<file path="src/osw_pkg.sv">
package osw_pkg;

	// register byte offsets
	localparam logic [7:0] OFF_CTRL     = 8'h00;
	localparam logic [7:0] OFF_KICK     = 8'h04;
	localparam logic [7:0] OFF_PERIOD   = 8'h08;
	localparam logic [7:0] OFF_STATUS   = 8'h0c;
	localparam logic [7:0] OFF_COUNT    = 8'h10;
	localparam logic [7:0] OFF_EVT_STAT = 8'h14;
	localparam logic [7:0] OFF_EVT_CLR  = 8'h18;
	localparam logic [7:0] OFF_EVT_EN   = 8'h1c;
	localparam logic [7:0] OFF_SAFE_EN  = 8'h20;
	localparam logic [7:0] OFF_DEV_RST  = 8'h24;
	localparam logic [7:0] OFF_SAFE_VAL = 8'h40;

	// field positions
	localparam int unsigned CTRL_ARM_BIT     = 0;
	localparam int unsigned CTRL_NETLOSS_BIT = 1;
	localparam int unsigned KICK_BIT         = 0;
	localparam int unsigned DEV_RST_BIT      = 0;
	localparam int unsigned ST_ARMED_BIT     = 0;
	localparam int unsigned ST_EXPIRED_BIT   = 1;
	localparam int unsigned ST_LINK_BIT      = 2;
	localparam int unsigned ST_BUSY_BIT      = 3;
	localparam int unsigned EVT_TIMEOUT_BIT  = 0;
	localparam int unsigned EVT_NETLOSS_BIT  = 1;
	localparam int unsigned EVT_REFUSED_BIT  = 2;
	localparam int unsigned EVT_W            = 3;

	// reset values
	localparam logic [31:0]      PERIOD_RST  = 32'hffff_ffff;
	localparam logic [EVT_W-1:0] EVT_RST     = 3'h0;
	localparam logic [31:0]      RDATA_RST   = 32'h0000_0000;

	// timing: counter ticks of 25 ns, clock period 50 ns
	localparam int unsigned TICK_NS       = 25;
	localparam int unsigned CLK_NS        = 50;
	localparam int unsigned TICKS_PER_CLK = CLK_NS / TICK_NS;
	localparam int unsigned CNT_W         = 32;

	typedef enum logic [1:0] {
		ST_IDLE    = 2'b00,
		ST_ARMED   = 2'b01,
		ST_EXPIRED = 2'b10
	} osw_state_e;

endpackage : osw_pkg

</file>
<file path="src/osw_tmr_if.sv">
interface osw_tmr_if;
	logic        load;
	logic        run;
	logic [31:0] period;
	logic [31:0] remain;
	logic        elapsed;

	modport ctl (output load, output run, output period, input remain, input elapsed);
	modport tmr (input load, input run, input period, output remain, output elapsed);
endinterface : osw_tmr_if

</file>
<file path="src/osw_timer.sv">
module osw_timer (
	input  wire logic clk,
	input  wire logic sys_rst,
	osw_tmr_if.tmr    tif
);

	localparam logic [31:0] STEP = 32'(osw_pkg::TICKS_PER_CLK);

	logic [31:0] remain_r;

	// reload wins over counting; stops at zero
	always_ff @(posedge clk) begin
		if (sys_rst) begin
			remain_r <= osw_pkg::PERIOD_RST;
		end else if (tif.load) begin
			remain_r <= tif.period;
		end else if (tif.run) begin
			if (remain_r > STEP) begin
				remain_r <= remain_r - STEP;
			end else begin
				remain_r <= 32'h0000_0000;
			end
		end
	end

	assign tif.remain  = remain_r;
	assign tif.elapsed = tif.run && (remain_r == 32'h0000_0000);

endmodule : osw_timer

</file>
<file path="src/osw_watchdog.sv">
// Overview of operation
// - missed kick while armed expires to safe states
// - safe states held until device reset
// - expired device refuses writes except device reset, event clear and event enable
// - optional network loss expiry, independent of counter
// - 32-bit timeout counter in 25 ns ticks
// - per-channel safe-state enable; others left untouched
// - device reset restores power-up outputs, clears expiry
module osw_watchdog #(
	parameter int unsigned      NUM_CH   = 4,
	parameter int unsigned      DATA_W   = 16,
	parameter logic [DATA_W-1:0] PWRUP_VAL = '0
) (
	input  wire logic                     clk,
	input  wire logic                     sys_rst,
	input  wire logic [7:0]               paddr,
	input  wire logic                     psel,
	input  wire logic                     penable,
	input  wire logic                     pwrite,
	input  wire logic [31:0]              pwdata,
	output logic      [31:0]              prdata,
	output logic                          pready,
	output logic                          pslverr,
	input  wire logic                     net_link,
	input  wire logic                     ops_busy,
	input  wire logic [NUM_CH*DATA_W-1:0] ch_in,
	output logic      [NUM_CH*DATA_W-1:0] ch_out,
	output logic                          op_allow,
	output logic                          dev_reset_pulse,
	output logic                          expired_o,
	output logic                          irq
);

	osw_pkg::osw_state_e state_r;

	logic [31:0]             period_r;
	logic                    netloss_en_r;
	logic [NUM_CH-1:0]       safe_en_r;
	logic [DATA_W-1:0]       safe_val_r [NUM_CH];
	logic [osw_pkg::EVT_W-1:0] evt_r;
	logic [osw_pkg::EVT_W-1:0] evt_en_r;
	logic [31:0]             prdata_r;
	logic                    dev_rst_r;
	logic [NUM_CH*DATA_W-1:0] ch_out_r;

	logic                    access;
	logic                    wr;
	logic                    mapped;
	logic                    refuse;
	logic                    is_safe_val;
	logic [5:0]              word_idx;
	logic [5:0]              sv_idx;
	logic                    kick;
	logic                    arm_req;
	logic                    dev_rst_req;
	logic                    exp_timeout;
	logic                    exp_netloss;
	logic [osw_pkg::EVT_W-1:0] evt_set;
	logic [osw_pkg::EVT_W-1:0] evt_clr;
	logic [31:0]             rd_mux;
	logic                    wr_ok;
	logic                    wr_ctrl;
	logic                    wr_kick;
	logic                    wr_period;
	logic                    wr_safe_en;
	logic                    wr_evt_en;
	logic                    wr_evt_clr;
	logic                    wr_safe_val;
	logic                    rd_setup;
	logic                    st_idle;
	logic                    st_armed;
	logic                    st_expired;
	wire  [NUM_CH-1:0]       sv_sel;
	wire  [NUM_CH-1:0]       go_safe;

	osw_tmr_if tif ();

	osw_timer u_timer (
		.clk     (clk),
		.sys_rst (sys_rst),
		.tif     (tif)
	);

	// ---------------- bus decode ----------------
	assign access   = psel && penable;
	assign wr       = access && pwrite;
	assign rd_setup = psel && !penable;
	assign word_idx = paddr[7:2];
	assign sv_idx   = word_idx - osw_pkg::OFF_SAFE_VAL[7:2];
	assign is_safe_val = (paddr >= osw_pkg::OFF_SAFE_VAL)
		&& (32'(sv_idx) < NUM_CH) && (paddr[1:0] == 2'b00);

	// unmapped words answer with an error
	always_comb begin
		unique case (paddr)
			osw_pkg::OFF_CTRL, osw_pkg::OFF_KICK, osw_pkg::OFF_PERIOD,
			osw_pkg::OFF_STATUS, osw_pkg::OFF_COUNT, osw_pkg::OFF_EVT_STAT,
			osw_pkg::OFF_EVT_CLR, osw_pkg::OFF_EVT_EN, osw_pkg::OFF_SAFE_EN,
			osw_pkg::OFF_DEV_RST: begin
				mapped = 1'b1;
			end
			default: begin
				mapped = is_safe_val;
			end
		endcase
	end

	// writes refused while expired, except recovery and interrupt upkeep
	always_comb begin
		refuse = 1'b0;
		if (wr && mapped) begin
			if (state_r == osw_pkg::ST_EXPIRED) begin
				refuse = (paddr != osw_pkg::OFF_DEV_RST)
					&& (paddr != osw_pkg::OFF_EVT_CLR)
					&& (paddr != osw_pkg::OFF_EVT_EN);
			end else if (paddr == osw_pkg::OFF_CTRL) begin
				// control word locked once armed; arming needs a quiet device
				refuse = (state_r == osw_pkg::ST_ARMED)
					|| (pwdata[osw_pkg::CTRL_ARM_BIT] && ops_busy);
			end
		end
	end

	assign pready  = 1'b1;
	assign pslverr = access && (!mapped || refuse);

	// write strobes; a refused write only sets the refused event
	assign wr_ok       = wr && !refuse;
	assign wr_ctrl     = wr_ok && (paddr == osw_pkg::OFF_CTRL);
	assign wr_kick     = wr_ok && (paddr == osw_pkg::OFF_KICK);
	assign wr_period   = wr_ok && (paddr == osw_pkg::OFF_PERIOD);
	assign wr_safe_en  = wr_ok && (paddr == osw_pkg::OFF_SAFE_EN);
	assign wr_safe_val = wr_ok && is_safe_val;
	assign wr_evt_en   = wr && (paddr == osw_pkg::OFF_EVT_EN);
	assign wr_evt_clr  = wr && (paddr == osw_pkg::OFF_EVT_CLR);

	// control requests
	assign kick        = wr_kick && pwdata[osw_pkg::KICK_BIT] && st_armed;
	assign arm_req     = wr_ctrl && pwdata[osw_pkg::CTRL_ARM_BIT] && st_idle;
	assign dev_rst_req = wr && (paddr == osw_pkg::OFF_DEV_RST)
		&& pwdata[osw_pkg::DEV_RST_BIT];

	// state decode
	assign st_idle    = (state_r == osw_pkg::ST_IDLE);
	assign st_armed   = (state_r == osw_pkg::ST_ARMED);
	assign st_expired = (state_r == osw_pkg::ST_EXPIRED);

	// ---------------- expiry causes ----------------
	assign exp_timeout = (state_r == osw_pkg::ST_ARMED) && tif.elapsed && !kick;
	assign exp_netloss = (state_r == osw_pkg::ST_ARMED) && netloss_en_r
		&& !net_link;

	// ---------------- timer control ----------------
	assign tif.period = period_r;
	assign tif.load   = arm_req || kick;
	assign tif.run    = (state_r == osw_pkg::ST_ARMED);

	// ---------------- state machine ----------------
	always_ff @(posedge clk) begin
		if (sys_rst) begin
			state_r <= osw_pkg::ST_IDLE;
		end else begin
			unique case (state_r)
				osw_pkg::ST_IDLE: begin
					if (arm_req) begin
						state_r <= osw_pkg::ST_ARMED;
					end
				end
				osw_pkg::ST_ARMED: begin
					if (dev_rst_req) begin
						state_r <= osw_pkg::ST_IDLE;
					end else if (exp_timeout || exp_netloss) begin
						state_r <= osw_pkg::ST_EXPIRED;
					end
				end
				osw_pkg::ST_EXPIRED: begin
					// kicks have no way out, only a device reset
					if (dev_rst_req) begin
						state_r <= osw_pkg::ST_IDLE;
					end
				end
				default: begin
					state_r <= osw_pkg::ST_IDLE;
				end
			endcase
		end
	end

	// ---------------- configuration registers ----------------
	always_ff @(posedge clk) begin
		if (sys_rst) begin
			period_r <= osw_pkg::PERIOD_RST;
		end else if (wr_period) begin
			period_r <= pwdata;
		end
	end

	always_ff @(posedge clk) begin
		if (sys_rst || dev_rst_req) begin
			netloss_en_r <= 1'b0;
		end else if (wr_ctrl) begin
			netloss_en_r <= pwdata[osw_pkg::CTRL_NETLOSS_BIT];
		end
	end

	always_ff @(posedge clk) begin
		if (sys_rst || dev_rst_req) begin
			safe_en_r <= '0;
		end else if (wr_safe_en) begin
			safe_en_r <= pwdata[NUM_CH-1:0];
		end
	end

	always_ff @(posedge clk) begin
		if (sys_rst) begin
			evt_en_r <= osw_pkg::EVT_RST;
		end else if (wr_evt_en) begin
			evt_en_r <= pwdata[osw_pkg::EVT_W-1:0];
		end
	end

	// ---------------- sticky events, set beats clear ----------------
	always_comb begin
		evt_set = '0;
		evt_set[osw_pkg::EVT_TIMEOUT_BIT] = exp_timeout && !dev_rst_req;
		evt_set[osw_pkg::EVT_NETLOSS_BIT] = exp_netloss && !dev_rst_req;
		evt_set[osw_pkg::EVT_REFUSED_BIT] = refuse;
	end

	assign evt_clr = wr_evt_clr
		? pwdata[osw_pkg::EVT_W-1:0] : '0;

	always_ff @(posedge clk) begin
		if (sys_rst) begin
			evt_r <= osw_pkg::EVT_RST;
		end else begin
			evt_r <= (evt_r & ~evt_clr) | evt_set;
		end
	end

	assign irq = |(evt_r & evt_en_r);

	// ---------------- per-channel outputs ----------------
	genvar gi;
	generate
		for (gi = 0; gi < NUM_CH; gi++) begin : g_ch
			// word select and safe-state switch of this channel
			assign sv_sel[gi]  = wr_safe_val && (32'(sv_idx) == gi);
			assign go_safe[gi] = st_expired && safe_en_r[gi];

			always_ff @(posedge clk) begin
				if (sys_rst || dev_rst_req) begin
					safe_val_r[gi] <= '0;
				end else if (sv_sel[gi]) begin
					safe_val_r[gi] <= pwdata[DATA_W-1:0];
				end
			end

			always_ff @(posedge clk) begin
				if (sys_rst || dev_rst_req) begin
					ch_out_r[gi*DATA_W +: DATA_W] <= PWRUP_VAL;
				end else if (go_safe[gi]) begin
					ch_out_r[gi*DATA_W +: DATA_W] <= safe_val_r[gi];
				end else begin
					ch_out_r[gi*DATA_W +: DATA_W] <= ch_in[gi*DATA_W +: DATA_W];
				end
			end
		end
	endgenerate

	assign ch_out = ch_out_r;

	// ---------------- device reset pulse ----------------
	always_ff @(posedge clk) begin
		if (sys_rst) begin
			dev_rst_r <= 1'b0;
		end else begin
			dev_rst_r <= dev_rst_req;
		end
	end

	assign dev_reset_pulse = dev_rst_r;
	assign expired_o       = st_expired;
	assign op_allow        = !st_expired;

	// ---------------- read data, captured in setup phase ----------------
	always_comb begin
		rd_mux = 32'h0000_0000;
		if (is_safe_val) begin
			rd_mux[DATA_W-1:0] = safe_val_r[sv_idx[$clog2(NUM_CH)-1:0]];
		end else begin
			unique case (paddr)
				osw_pkg::OFF_CTRL: begin
					rd_mux[osw_pkg::CTRL_ARM_BIT]     = (state_r == osw_pkg::ST_ARMED);
					rd_mux[osw_pkg::CTRL_NETLOSS_BIT] = netloss_en_r;
				end
				osw_pkg::OFF_PERIOD: begin
					rd_mux = period_r;
				end
				osw_pkg::OFF_STATUS: begin
					rd_mux[osw_pkg::ST_ARMED_BIT]   = (state_r == osw_pkg::ST_ARMED);
					rd_mux[osw_pkg::ST_EXPIRED_BIT] = (state_r == osw_pkg::ST_EXPIRED);
					rd_mux[osw_pkg::ST_LINK_BIT]    = net_link;
					rd_mux[osw_pkg::ST_BUSY_BIT]    = ops_busy;
				end
				osw_pkg::OFF_COUNT: begin
					rd_mux = tif.remain;
				end
				osw_pkg::OFF_EVT_STAT: begin
					rd_mux[osw_pkg::EVT_W-1:0] = evt_r;
				end
				osw_pkg::OFF_EVT_EN: begin
					rd_mux[osw_pkg::EVT_W-1:0] = evt_en_r;
				end
				osw_pkg::OFF_SAFE_EN: begin
					rd_mux[NUM_CH-1:0] = safe_en_r;
				end
				osw_pkg::OFF_KICK, osw_pkg::OFF_EVT_CLR, osw_pkg::OFF_DEV_RST: begin
					// write-only words read as zero
					rd_mux = 32'h0000_0000;
				end
				default: begin
					rd_mux = 32'h0000_0000;
				end
			endcase
		end
	end

	always_ff @(posedge clk) begin
		if (sys_rst) begin
			prdata_r <= osw_pkg::RDATA_RST;
		end else if (rd_setup) begin
			prdata_r <= rd_mux;
		end
	end

	assign prdata = prdata_r;

endmodule : osw_watchdog

</file>
<file path="config.mk">
export PLATFORM = sky130hd
export DESIGN_NAME = osw_watchdog
export DESIGN_NICKNAME = d
export VERILOG_FILES = /design/src/osw_pkg.sv /design/src/osw_tmr_if.sv /design/src/osw_timer.sv /design/src/osw_watchdog.sv
export SDC_FILE = /design/constraint.sdc
export NUM_CORES = 1
export LEC_CHECK = 0
export ABC_CLOCK_PERIOD_IN_PS = 7100
export CAP_MARGIN = 20
export CORE_MARGIN = 3
export CORE_UTILIZATION = 55
export CTS_CLUSTER_SIZE = 40
export DETAILED_ROUTE_END_ITERATION = 8
export DONT_BUFFER_PORTS = 1
export PLACE_DENSITY = 0.72
export SYNTH_ARGS = -nofsm -noshare
export SYNTH_HDL_FRONTEND = slang
export SYNTH_SLANG_ARGS = --single-unit
</file>
<file path="constraint.sdc">
create_clock -name clk -period 7.1 [get_ports clk]
set_input_delay 1.065 -clock clk [delete_from_list [all_inputs] [get_ports clk]]
set_output_delay 1.065 -clock clk [all_outputs]
set_load 0.01 [all_outputs]
</file>
==> results.toml, run 1 <==
[status]
status = "completed"

[detailed_routing]
drtPass1Iterations = 5
wirelength_microns = 29400
vias_per_cell = 6.34
num_vias = 8521
drc_errors = 0
postRouteAntennaNets = 0
avgRoutedWirePerCell_microns = 21.9
drt_iter0_drc = 852

[sta]
slew_violations = 0
setup_tns_ns = 0
slew_headroom_pct = 31.0
min_period_ns = 3.84
finalSetupViolCount = 0
grt_setup_unrepaired = "false"
post-route-period-util_pct = 54.0
worstMarginPinSlew_ns = 1.03
max_clock_freq_mhz = 261
finalHoldViolations = 0
fin_skew_ns = 0.0117

[clock_tree]
numClockSinks = 238
cts_resized = 0
clockRootBuffer = "clkbuf_16"
clk-insertion-delay-late_ns = 0.52
cts_tree = "yes"
clock_path_buffers = 3
numCtsBuffers = 25
clk_pin_slew_worst_paths_ns = 0.06
postCtsSetupBuffers = 0
h-tree-depth = 1
hold_buffers = 0

[finish]
final_cell_mix = "nand2_1, dfxtp_1, a21oi_1"
layout_commonest_cell = "nand2_1"
layout.cells.non_filler = 1343
drive_gt1_share_pct = 8.08
area_growth_pct = 8.49
antenna_cells = 0
nNetsFinal = 1208

[run]
maxCapViolCount = 0

[power]
power-per-cell-area_nw_per_um2 = 249
finalPower_w = 0.00284
leakage_nw = 4.13
peakVddDrop_mv = 0.218

[place]
gp_congestion = 0.953
numPortBuffers = 0
dp_hpwl_microns = 20100
dp.cells = 1297

[critical_path]
reg2reg_depth = 7
startpoint_type = "input port"
crit_fanout = 7
required_ns = 6.03
end_kind = "output port"
crit_type = "in2out"
cp.arrival_ns = 2.77

[floorplanning]
die_y_microns = 144
core_area_sq_um = 18400
die_area_sq_um = 20800
start_util_pct = 57.2
io_pins = 213
fp-row-count = 49
fp.dieW_microns = 144

[global_route]
grt_max_degree = 101
gr-total-overflow = 0
grt_pass1_vias = 7970
grt_util_all_layers_pct = 27.5
grt_pass1_wl_microns = 45000
antenna_found_initial = 0

[synth]
synth_seq_cells = 238
syn_avg_cell_area_sq_um = 9.24
ys_seq_area_share_pct = 51.4
syn_area_sq_um = 10500
postSynthNetCount = 1251
synth_edf_count = 64
synth_cells = 1139
async_flop_share_pct = 0
yosysWarnings = 0
synthDistinctLibCells = 67
ys.flop_type = "dfxtp_1"

[worst_hold_path]
min_path_cells = 2
hp-class = "reg2reg"
flip-flops by register name (all words and copies together) (netlist names), 2 cells and up:
register,flops
safe_val_r,64
evt_r,3
evt_en_r,3
u_timer.tif.remain,32
period_r,32
ch_out,64
state_r,2
prdata,32
safe_en_r,4
logic make-up after synthesis:
family	share of synthesized area [%]
AO/OA/AOI/OAI	14.2
XOR/XNOR	0.666
adder cells (fa/ha/maj)	0.119
buffers and inverters	3.35
flip-flops	51.4
multiplexers	4.59
other	0.0357
AND/OR/NAND/NOR	25.6
cell type report:
| class | count | area, sq um |
|---|---|---|
| Timing Repair Buffer | 15 | 113 |
| Tap cell | 229 | 287 |
| Multi-Input combinational cell | 810 | 4780 |
| Clock buffer | 32 | 713 |
| Sequential cell | 238 | 5410 |
| Inverter | 6 | 22.5 |
| Clock inverter | 13 | 96.3 |
| Fill cell | 1553 | 6980 |
synth_stat cells, types with 5 or more instances:
library cell  instances  area [sq um]
buf_1                 6          22.5
dfxtp_1             174          3480
and2_1               68           425
nand3b_1             32           240
or3_1                11          68.8
a211oi_1             10          75.1
a211o_1               8          70.1
mux2i_1              10           100
nor2_1               82           308
o21a_1                7          52.6
a22oi_1              28           210
nand3_1              23           115
xnor2_1               7          61.3
nand4_1               6          37.5
buf_2                 6          30.0
clkbuf_1             72           270
or4_1                 6          45.0
nand2_1             223           837
a21oi_1              92           460
a311oi_1             12           105
nor2b_1               6          37.5
and3_1               16           100
o31ai_1               5          37.5
edfxtp_1             64          1920
o21bai_1             10          75.1
inv_1                 6          22.5
nand2b_1             11          68.8
o21ai_0              19          95.1
nor4_1               11          68.8
mux4_2               16           360
nor3_1               29           145
critical path, cell delays in order:
cell     delay [ns]
or4_1          0.67
nor2_1         0.32
a32o_1         0.34
nand2_1        0.09
a21oi_1        0.29
path summary, 6_finish.rpt:
check | from | end | slack, ns
worst max-delay path | paddr[1] | pslverr | 3.26
worst min-delay path | period_r[15] | period_r[15] | 0.48
worst max register to register | state_r[0] | safe_val_r[2][9] | 3.60
worst min register to register | period_r[15] | period_r[15] | 0.48
per-layer routing:
layer  up-vias  GRT usage (%)  share of wire (%)  wire, microns
met2       395           41.9                 45          13300
met3        50           5.85                9.5           2790
li1       3963              -                  -              -
met4         0           8.20                2.9            867
met1      4113           39.6                 42          12400
met5         -              0                  0              0
power breakdown:
group	internal [W]	switching (W)	leakage, nW
Combinational	0.0000425	0.0000529	1.71
Clock	0.000744	0.000530	0.394
Sequential	0.00144	0.0000380	2.03
Total	0.00222	0.000621	4.13
per-stage QoR:
step                      hold WS [ns]  cell area, sq um  utilization [%]  setup slack, ns
final                            0.484             11400             62.0             3.26
after global routing             0.503             11400             62.0             3.17
after global placement           0.471             10600             57.6             3.27
after floorplan                  0.457             10500                -             2.99
after CTS                        0.488             11400             62.0             3.29
after detailed placement         0.479             10600             57.6             3.17
No activity file was read; power rests on OpenSTA's default activity.
==> run 2: changes to the inputs <==
--- a/config.mk
+++ b/config.mk
@@ -5,7 +5,7 @@
 export SDC_FILE = /design/constraint.sdc
 export NUM_CORES = 1
 export LEC_CHECK = 0
-export ABC_CLOCK_PERIOD_IN_PS = 7100
+export ABC_CLOCK_PERIOD_IN_PS = 3650
 export CAP_MARGIN = 20
 export CORE_MARGIN = 3
 export CORE_UTILIZATION = 55
==> constraint.sdc (replaced) <==
create_clock -name clk -period 3.65 [get_ports clk]
set_input_delay 0.5475 -clock clk [delete_from_list [all_inputs] [get_ports clk]]
set_output_delay 0.5475 -clock clk [all_outputs]
set_load 0.01 [all_outputs]
==> results.toml, run 2 (synthesis gave the netlist of run 1 again) <==
[place]
dp.cells = 1303
dp_hpwl_microns = 20500
numPortBuffers = 0
gp_congestion = 0.950

[clock_tree]
numClockSinks = 238
h-tree-depth = 1
hold_buffers = 0
cts_tree = "yes"
numCtsBuffers = 26
cts_resized = 0
clk-insertion-delay-late_ns = 0.53
clockRootBuffer = "clkbuf_16"
clk_pin_slew_worst_paths_ns = 0.06
postCtsSetupBuffers = 0
clock_path_buffers = 3

[power]
finalPower_w = 0.00597
p_sw_w = 0.00126
pwr-share-clk_pct = 48.8
internal-power_w = 0.00471
p_comb_share_pct = 3.2
power_frac_seq_pct = 48.0
leakage_nw = 4.24
power-per-cell-area_nw_per_um2 = 514
p_sw_share_pct = 21.2
peakVddDrop_mv = 0.423

[sta]
max_clock_freq_mhz = 304
post-route-period-util_pct = 90.1
worstMarginPinSlew_ns = 0.850
slew_headroom_pct = 43.0
finalSetupViolCount = 0
setup_tns_ns = 0
slew_violations = 0
grt_setup_unrepaired = "false"
min_period_ns = 3.29
finalHoldViolations = 0
fin_skew_ns = 0.0125

[finish]
area_growth_pct = 10.4
antenna_cells = 0
final_cell_mix = "nand2_1, dfxtp_1, a21oi_1"
layout_commonest_cell = "nand2_1"
nNetsFinal = 1214
layout.cells.non_filler = 1351
postLayoutCoreUtil_pct = 63.1
drive_gt1_share_pct = 8.91
fillers = 1514

[detailed_routing]
drc_errors = 0
num_vias = 8520
avgRoutedWirePerCell_microns = 21.9
drtPass1Iterations = 5
vias_per_cell = 6.31
postRouteAntennaNets = 0
drt_iter0_drc = 808
wirelength_microns = 29600

[critical_path]
worst_path_largest_cell_delay_ns = 0.75
crit_fanout = 16
worst_path_max_delay_cell = "nor3_2"
cp.arrival_ns = 3.68
regToRegSetupSlack_ns = 0.36
required_ns = 4.04
crit_type = "reg2reg"
crit_family = "simple AND/OR/NAND/NOR gates"
crit_start = "state_r[0]"
r2r-end = "safe_val_r[3][12]"
r2r_start = "state_r[0]"
critPathBufInv = 1
end_kind = "flip-flop"
startpoint_type = "flip-flop"
path_cells = "nand2b_1 -> inv_1 -> o21ai_0 -> a32o_1 -> or3_1 -> nor3_2 -> and2_1"
reg2reg_depth = 7

[global_route]
grt_max_degree = 101
gr-total-overflow = 0
grt_pass1_vias = 8060
antenna_found_initial = 0
grt_util_all_layers_pct = 27.7
grt_pass1_wl_microns = 45500

[floorplanning]
die_y_microns = 144
fp.dieW_microns = 144
core_area_sq_um = 18400
fp-row-count = 49
die_area_sq_um = 20800
io_pins = 213
start_util_pct = 57.2

[status]
status = "completed"

[worst_hold_path]
min_path_cells = 1
holdPathEnd = "prdata[2]"
hp-class = "in2reg"
min_from = "sys_rst"

[run]
maxCapViolCount = 0
run 2: changes by cell type in the layout (fill, tap and decap cells not counted):
cell        delta
clkinv_1       -5
clkinv_4       -1
clkbuf_8       -4
inv_6          +1
clkinvlp_4     -2
clkinv_2       +3
bufinv_16      +5
clkbuf_16      +2
inv_8          +1
clkbuf_1       +3
buf_4          +4
buf_12         +1
run 2: metrics by stage:
step                cell area (sq um)  hold WS, ns  worst slack (ns)
floorplan                       10500        0.457            0.0609
global placement                10700        0.472             0.535
detailed placement              10700        0.481             0.424
CTS                             11600       0.0819             0.397
global route                    11600       0.0778            0.0726
finish                          11600       0.0849             0.363
run 2: worst max-delay path by stage:
stage                                    to  slack, ns  cells past startpoint
after floorplan            safe_val_r[2][0]       0.06                      7
after global routing      safe_val_r[3][12]       0.07                      7
after detailed placement  safe_val_r[3][12]       0.42                      7
final                     safe_val_r[3][12]       0.36                      7
after global placement    safe_val_r[2][12]       0.53                      7
after CTS                 safe_val_r[3][12]       0.40                      7
run 2: final cells by class:
cell class | count | area (sq um) | area share (%)
Sequential cell | 238 | 5410 | 46.6
Multi-Input combinational cell | 810 | 4780 | 41.1
Clock buffer | 33 | 719 | 6.20
Clock inverter | 15 | 239 | 2.06
Tap cell | 229 | 287 | 2.47
Inverter | 6 | 22.5 | 0.194
Timing Repair Buffer | 20 | 163 | 1.40
run 2: metal layers:
metal	part of all wire, %	GRT usage, %
met2	46	42.3
met1	42	39.7
met5	0	0
met3	10	6.88
met4	2.2	7.22
run 2: power by group through the flow:
stage	registers, W	clock network [W]	logic [W]
final	0.00287	0.00292	0.000188
after global routing	0.00287	0.00305	0.000205
after CTS	0.00287	0.00294	0.000187
after detailed placement	0.00292	0	0.000186
after global placement	0.00292	0	0.000181
after floorplan	0.00290	0	0.000166
run 2: worst reg2reg max path, stage by stage, from the launching register on:
cell,delay (ns)
dfxtp_1,0.36
nand2b_1,0.24
inv_1,0.43
o21ai_0,0.21
a32o_1,0.37
or3_1,0.55
nor3_2,0.75
and2_1,0.24
==> run 3: changes to the inputs <==
--- a/config.mk
+++ b/config.mk
@@ -8,11 +8,13 @@
 export ABC_CLOCK_PERIOD_IN_PS = 3650
 export CAP_MARGIN = 20
 export CORE_MARGIN = 3
-export CORE_UTILIZATION = 55
+export CORE_UTILIZATION = 35
 export CTS_CLUSTER_SIZE = 40
 export DETAILED_ROUTE_END_ITERATION = 8
 export DONT_BUFFER_PORTS = 1
-export PLACE_DENSITY = 0.72
+export PLACE_DENSITY = 0.51
+export SLEW_MARGIN = 15
 export SYNTH_ARGS = -nofsm -noshare
 export SYNTH_HDL_FRONTEND = slang
+export SYNTH_HIERARCHICAL = 1
 export SYNTH_SLANG_ARGS = --single-unit
==> results.toml, run 3 <==
[floorplanning]
start_util_pct = 36.0
fp-row-count = 63
fp.dieW_microns = 182
die_area_sq_um = 33000
core_area_sq_um = 30000
die_y_microns = 182
io_pins = 213

[synth]
ys_seq_area_share_pct = 50.0
synth_edf_count = 64
yosysWarnings = 6
ys.flop_type = "dfxtp_1"
syn_area_sq_um = 10800
synth_cells = 1132
synth_top_area_cell = "dfxtp_1"
postSynthNetCount = 1244
synth_top_area_share_pct = 32.3
syn_avg_cell_area_sq_um = 9.54
synthDistinctLibCells = 77
netlist_top_cells_area = "dfxtp_1, edfxtp_1, and2_1, nand2_1, a21oi_1"
async_flop_share_pct = 0
synth_seq_cells = 238
yosysMostFrequentCell = "dfxtp_1"
synth_common_cells = "dfxtp_1, nand2_1, and2_1"

[sta]
min_period_ns = 2.91
post-route-period-util_pct = 79.7
worstMarginPinSlew_ns = 0.861
fin_skew_ns = 0.00847
setup_tns_ns = 0
finalHoldViolations = 0
slew_headroom_pct = 42.6
holdWs_ns = 0.120
max_clock_freq_mhz = 344
finalSetupViolCount = 0
slew_violations = 0
grt_setup_unrepaired = "false"

[finish]
stdcell_area_sq_um = 12000
area_growth_pct = 11.1
antenna_cells = 0
drive_gt1_share_pct = 9.56
final_cell_mix = "dfxtp_1, nand2_1, and2_1"
nNetsFinal = 1211
fillers = 3006
layout_commonest_cell = "dfxtp_1"

[worst_hold_path]
holdPathEnd = "period_r[16]"
hp-class = "in2reg"
min_path_cells = 1
min_from = "sys_rst"

[detailed_routing]
postRouteAntennaNets = 0
avgRoutedWirePerCell_microns = 22.2
num_vias = 8517
vias_per_cell = 5.64
drc_errors = 0
drt_iter0_drc = 796
drtPass1Iterations = 6
wirelength_microns = 33500

[critical_path]
regToRegSetupSlack_ns = 0.74
worst_path_largest_cell_delay_ns = 0.73
r2r-end = "state_r[1]"
startpoint_type = "flip-flop"
crit_family = "simple AND/OR/NAND/NOR gates"
critPathBufInv = 1
crit_type = "reg2reg"
crit_fanout = 9
end_kind = "flip-flop"
path_cells = "or4_1 -> nor4_4 -> buf_4 -> nand3_1 -> nor4_1 -> o21a_1 -> or3b_2 -> o211a_1"
r2r_start = "u_timer/tif.remain[3]"
cp.arrival_ns = 3.38
worst_path_max_delay_cell = "or4_1"
reg2reg_depth = 8
required_ns = 4.12

[global_route]
grt_pass1_wl_microns = 50900
antenna_found_initial = 0
grt_pass1_vias = 8243
gr-total-overflow = 0
grt_util_all_layers_pct = 19.4
grt_max_degree = 107

[clock_tree]
h-tree-depth = 1
cts_resized = 0
clockRootBuffer = "clkbuf_16"
cts_tree = "yes"
numClockSinks = 238
postCtsSetupBuffers = 0
hold_buffers = 0
clk-insertion-delay-late_ns = 0.53
clk_pin_slew_worst_paths_ns = 0.07
clock_path_buffers = 3
numCtsBuffers = 26

[power]
leakage_nw = 4.15
peakVddDrop_mv = 0.331
power-per-cell-area_nw_per_um2 = 476

[status]
status = "completed"

[place]
numPortBuffers = 0
gp_congestion = 0.887
placed_area_sq_um = 11100
dp_hpwl_microns = 23700

[run]
maxCapViolCount = 0
==> run 3: cell types whose count changed in the layout (fill, tap and decap cells not counted), sizes merged, moves of 11 or more <==
cell | before | now
a211o | 8 | 33
a211oi | 10 | 21
and2 | 68 | 105
and3 | 16 | 5
nand2 | 223 | 172
nand3b | 32 | 4
nor3 | 33 | 17
nor3b | 2 | 16
==> run 3: cells by family (layout without fill, tap and decap cells) <==
logic type               count (synthesis)  in the layout  synth area share, %
AO/OA/AOI/OAI                          275            275                 17.3
XOR/XNOR                                 9              9                0.730
adder cells (fa/ha/maj)                  1              1                0.116
buffers and inverters                   93             80                 3.81
flip-flops                             238            238                 50.0
multiplexers                            26             26                 4.27
other                                    1              1               0.0347
AND/OR/NAND/NOR                        489            489                 23.7
==> run 3: worst max-delay path by stage <==
stage          slack [ns]  cells past startpoint                endpoint             startpoint
2_1_floorplan        0.09                      7        safe_val_r[0][0]               paddr[6]
3_3_place_gp         0.41                      9  u_timer/tif.remain[16]               paddr[3]
4_1_cts              0.80                      8              state_r[1]  u_timer/tif.remain[3]
3_5_place_dp         0.35                      9  u_timer/tif.remain[16]               paddr[3]
5_1_grt              0.61                      9  u_timer/tif.remain[16]               paddr[3]
6_report             0.74                      8              state_r[1]  u_timer/tif.remain[3]
==> run 3: per-layer routing <==
layer,track usage (%),routed length [microns],vias up
met3,4.59,2970,41
met1,27.2,14700,4118
met5,0,0,-
met2,30.6,15300,334
met4,4.08,578,0
li1,-,-,4024
==> run 3: power by group <==
group          switching (W)  leakage, nW  internal (W)  total, W
Combinational       0.000105         1.68     0.0000799  0.000185
Sequential         0.0000770         2.03       0.00279   0.00287
Clock                0.00108        0.435       0.00158   0.00266
==> run 3: layout make-up <==
cell class | count | area (sq um) | share of cell area [%]
multi-input cells | 801 | 5010 | 41.8
inverters | 9 | 33.8 | 0.282
well taps | 390 | 488 | 4.07
clock buffers | 36 | 749 | 6.25
flip-flops and latches | 238 | 5410 | 45.1
clock inverters | 12 | 120 | 1.00
repair buffers | 23 | 185 | 1.54
==> run 3: metrics by stage <==
stage	worst slack (ns)	instances	total power [W]	util, %
after CTS	0.800	1509	0.00577	39.9
after global routing	0.615	1509	0.00591	39.9
after floorplan	0.0882	1132	0.00308	-
after detailed placement	0.353	1461	0.00312	37.0
final	0.740	1509	0.00571	39.9
after global placement	0.414	1461	0.00311	37.0
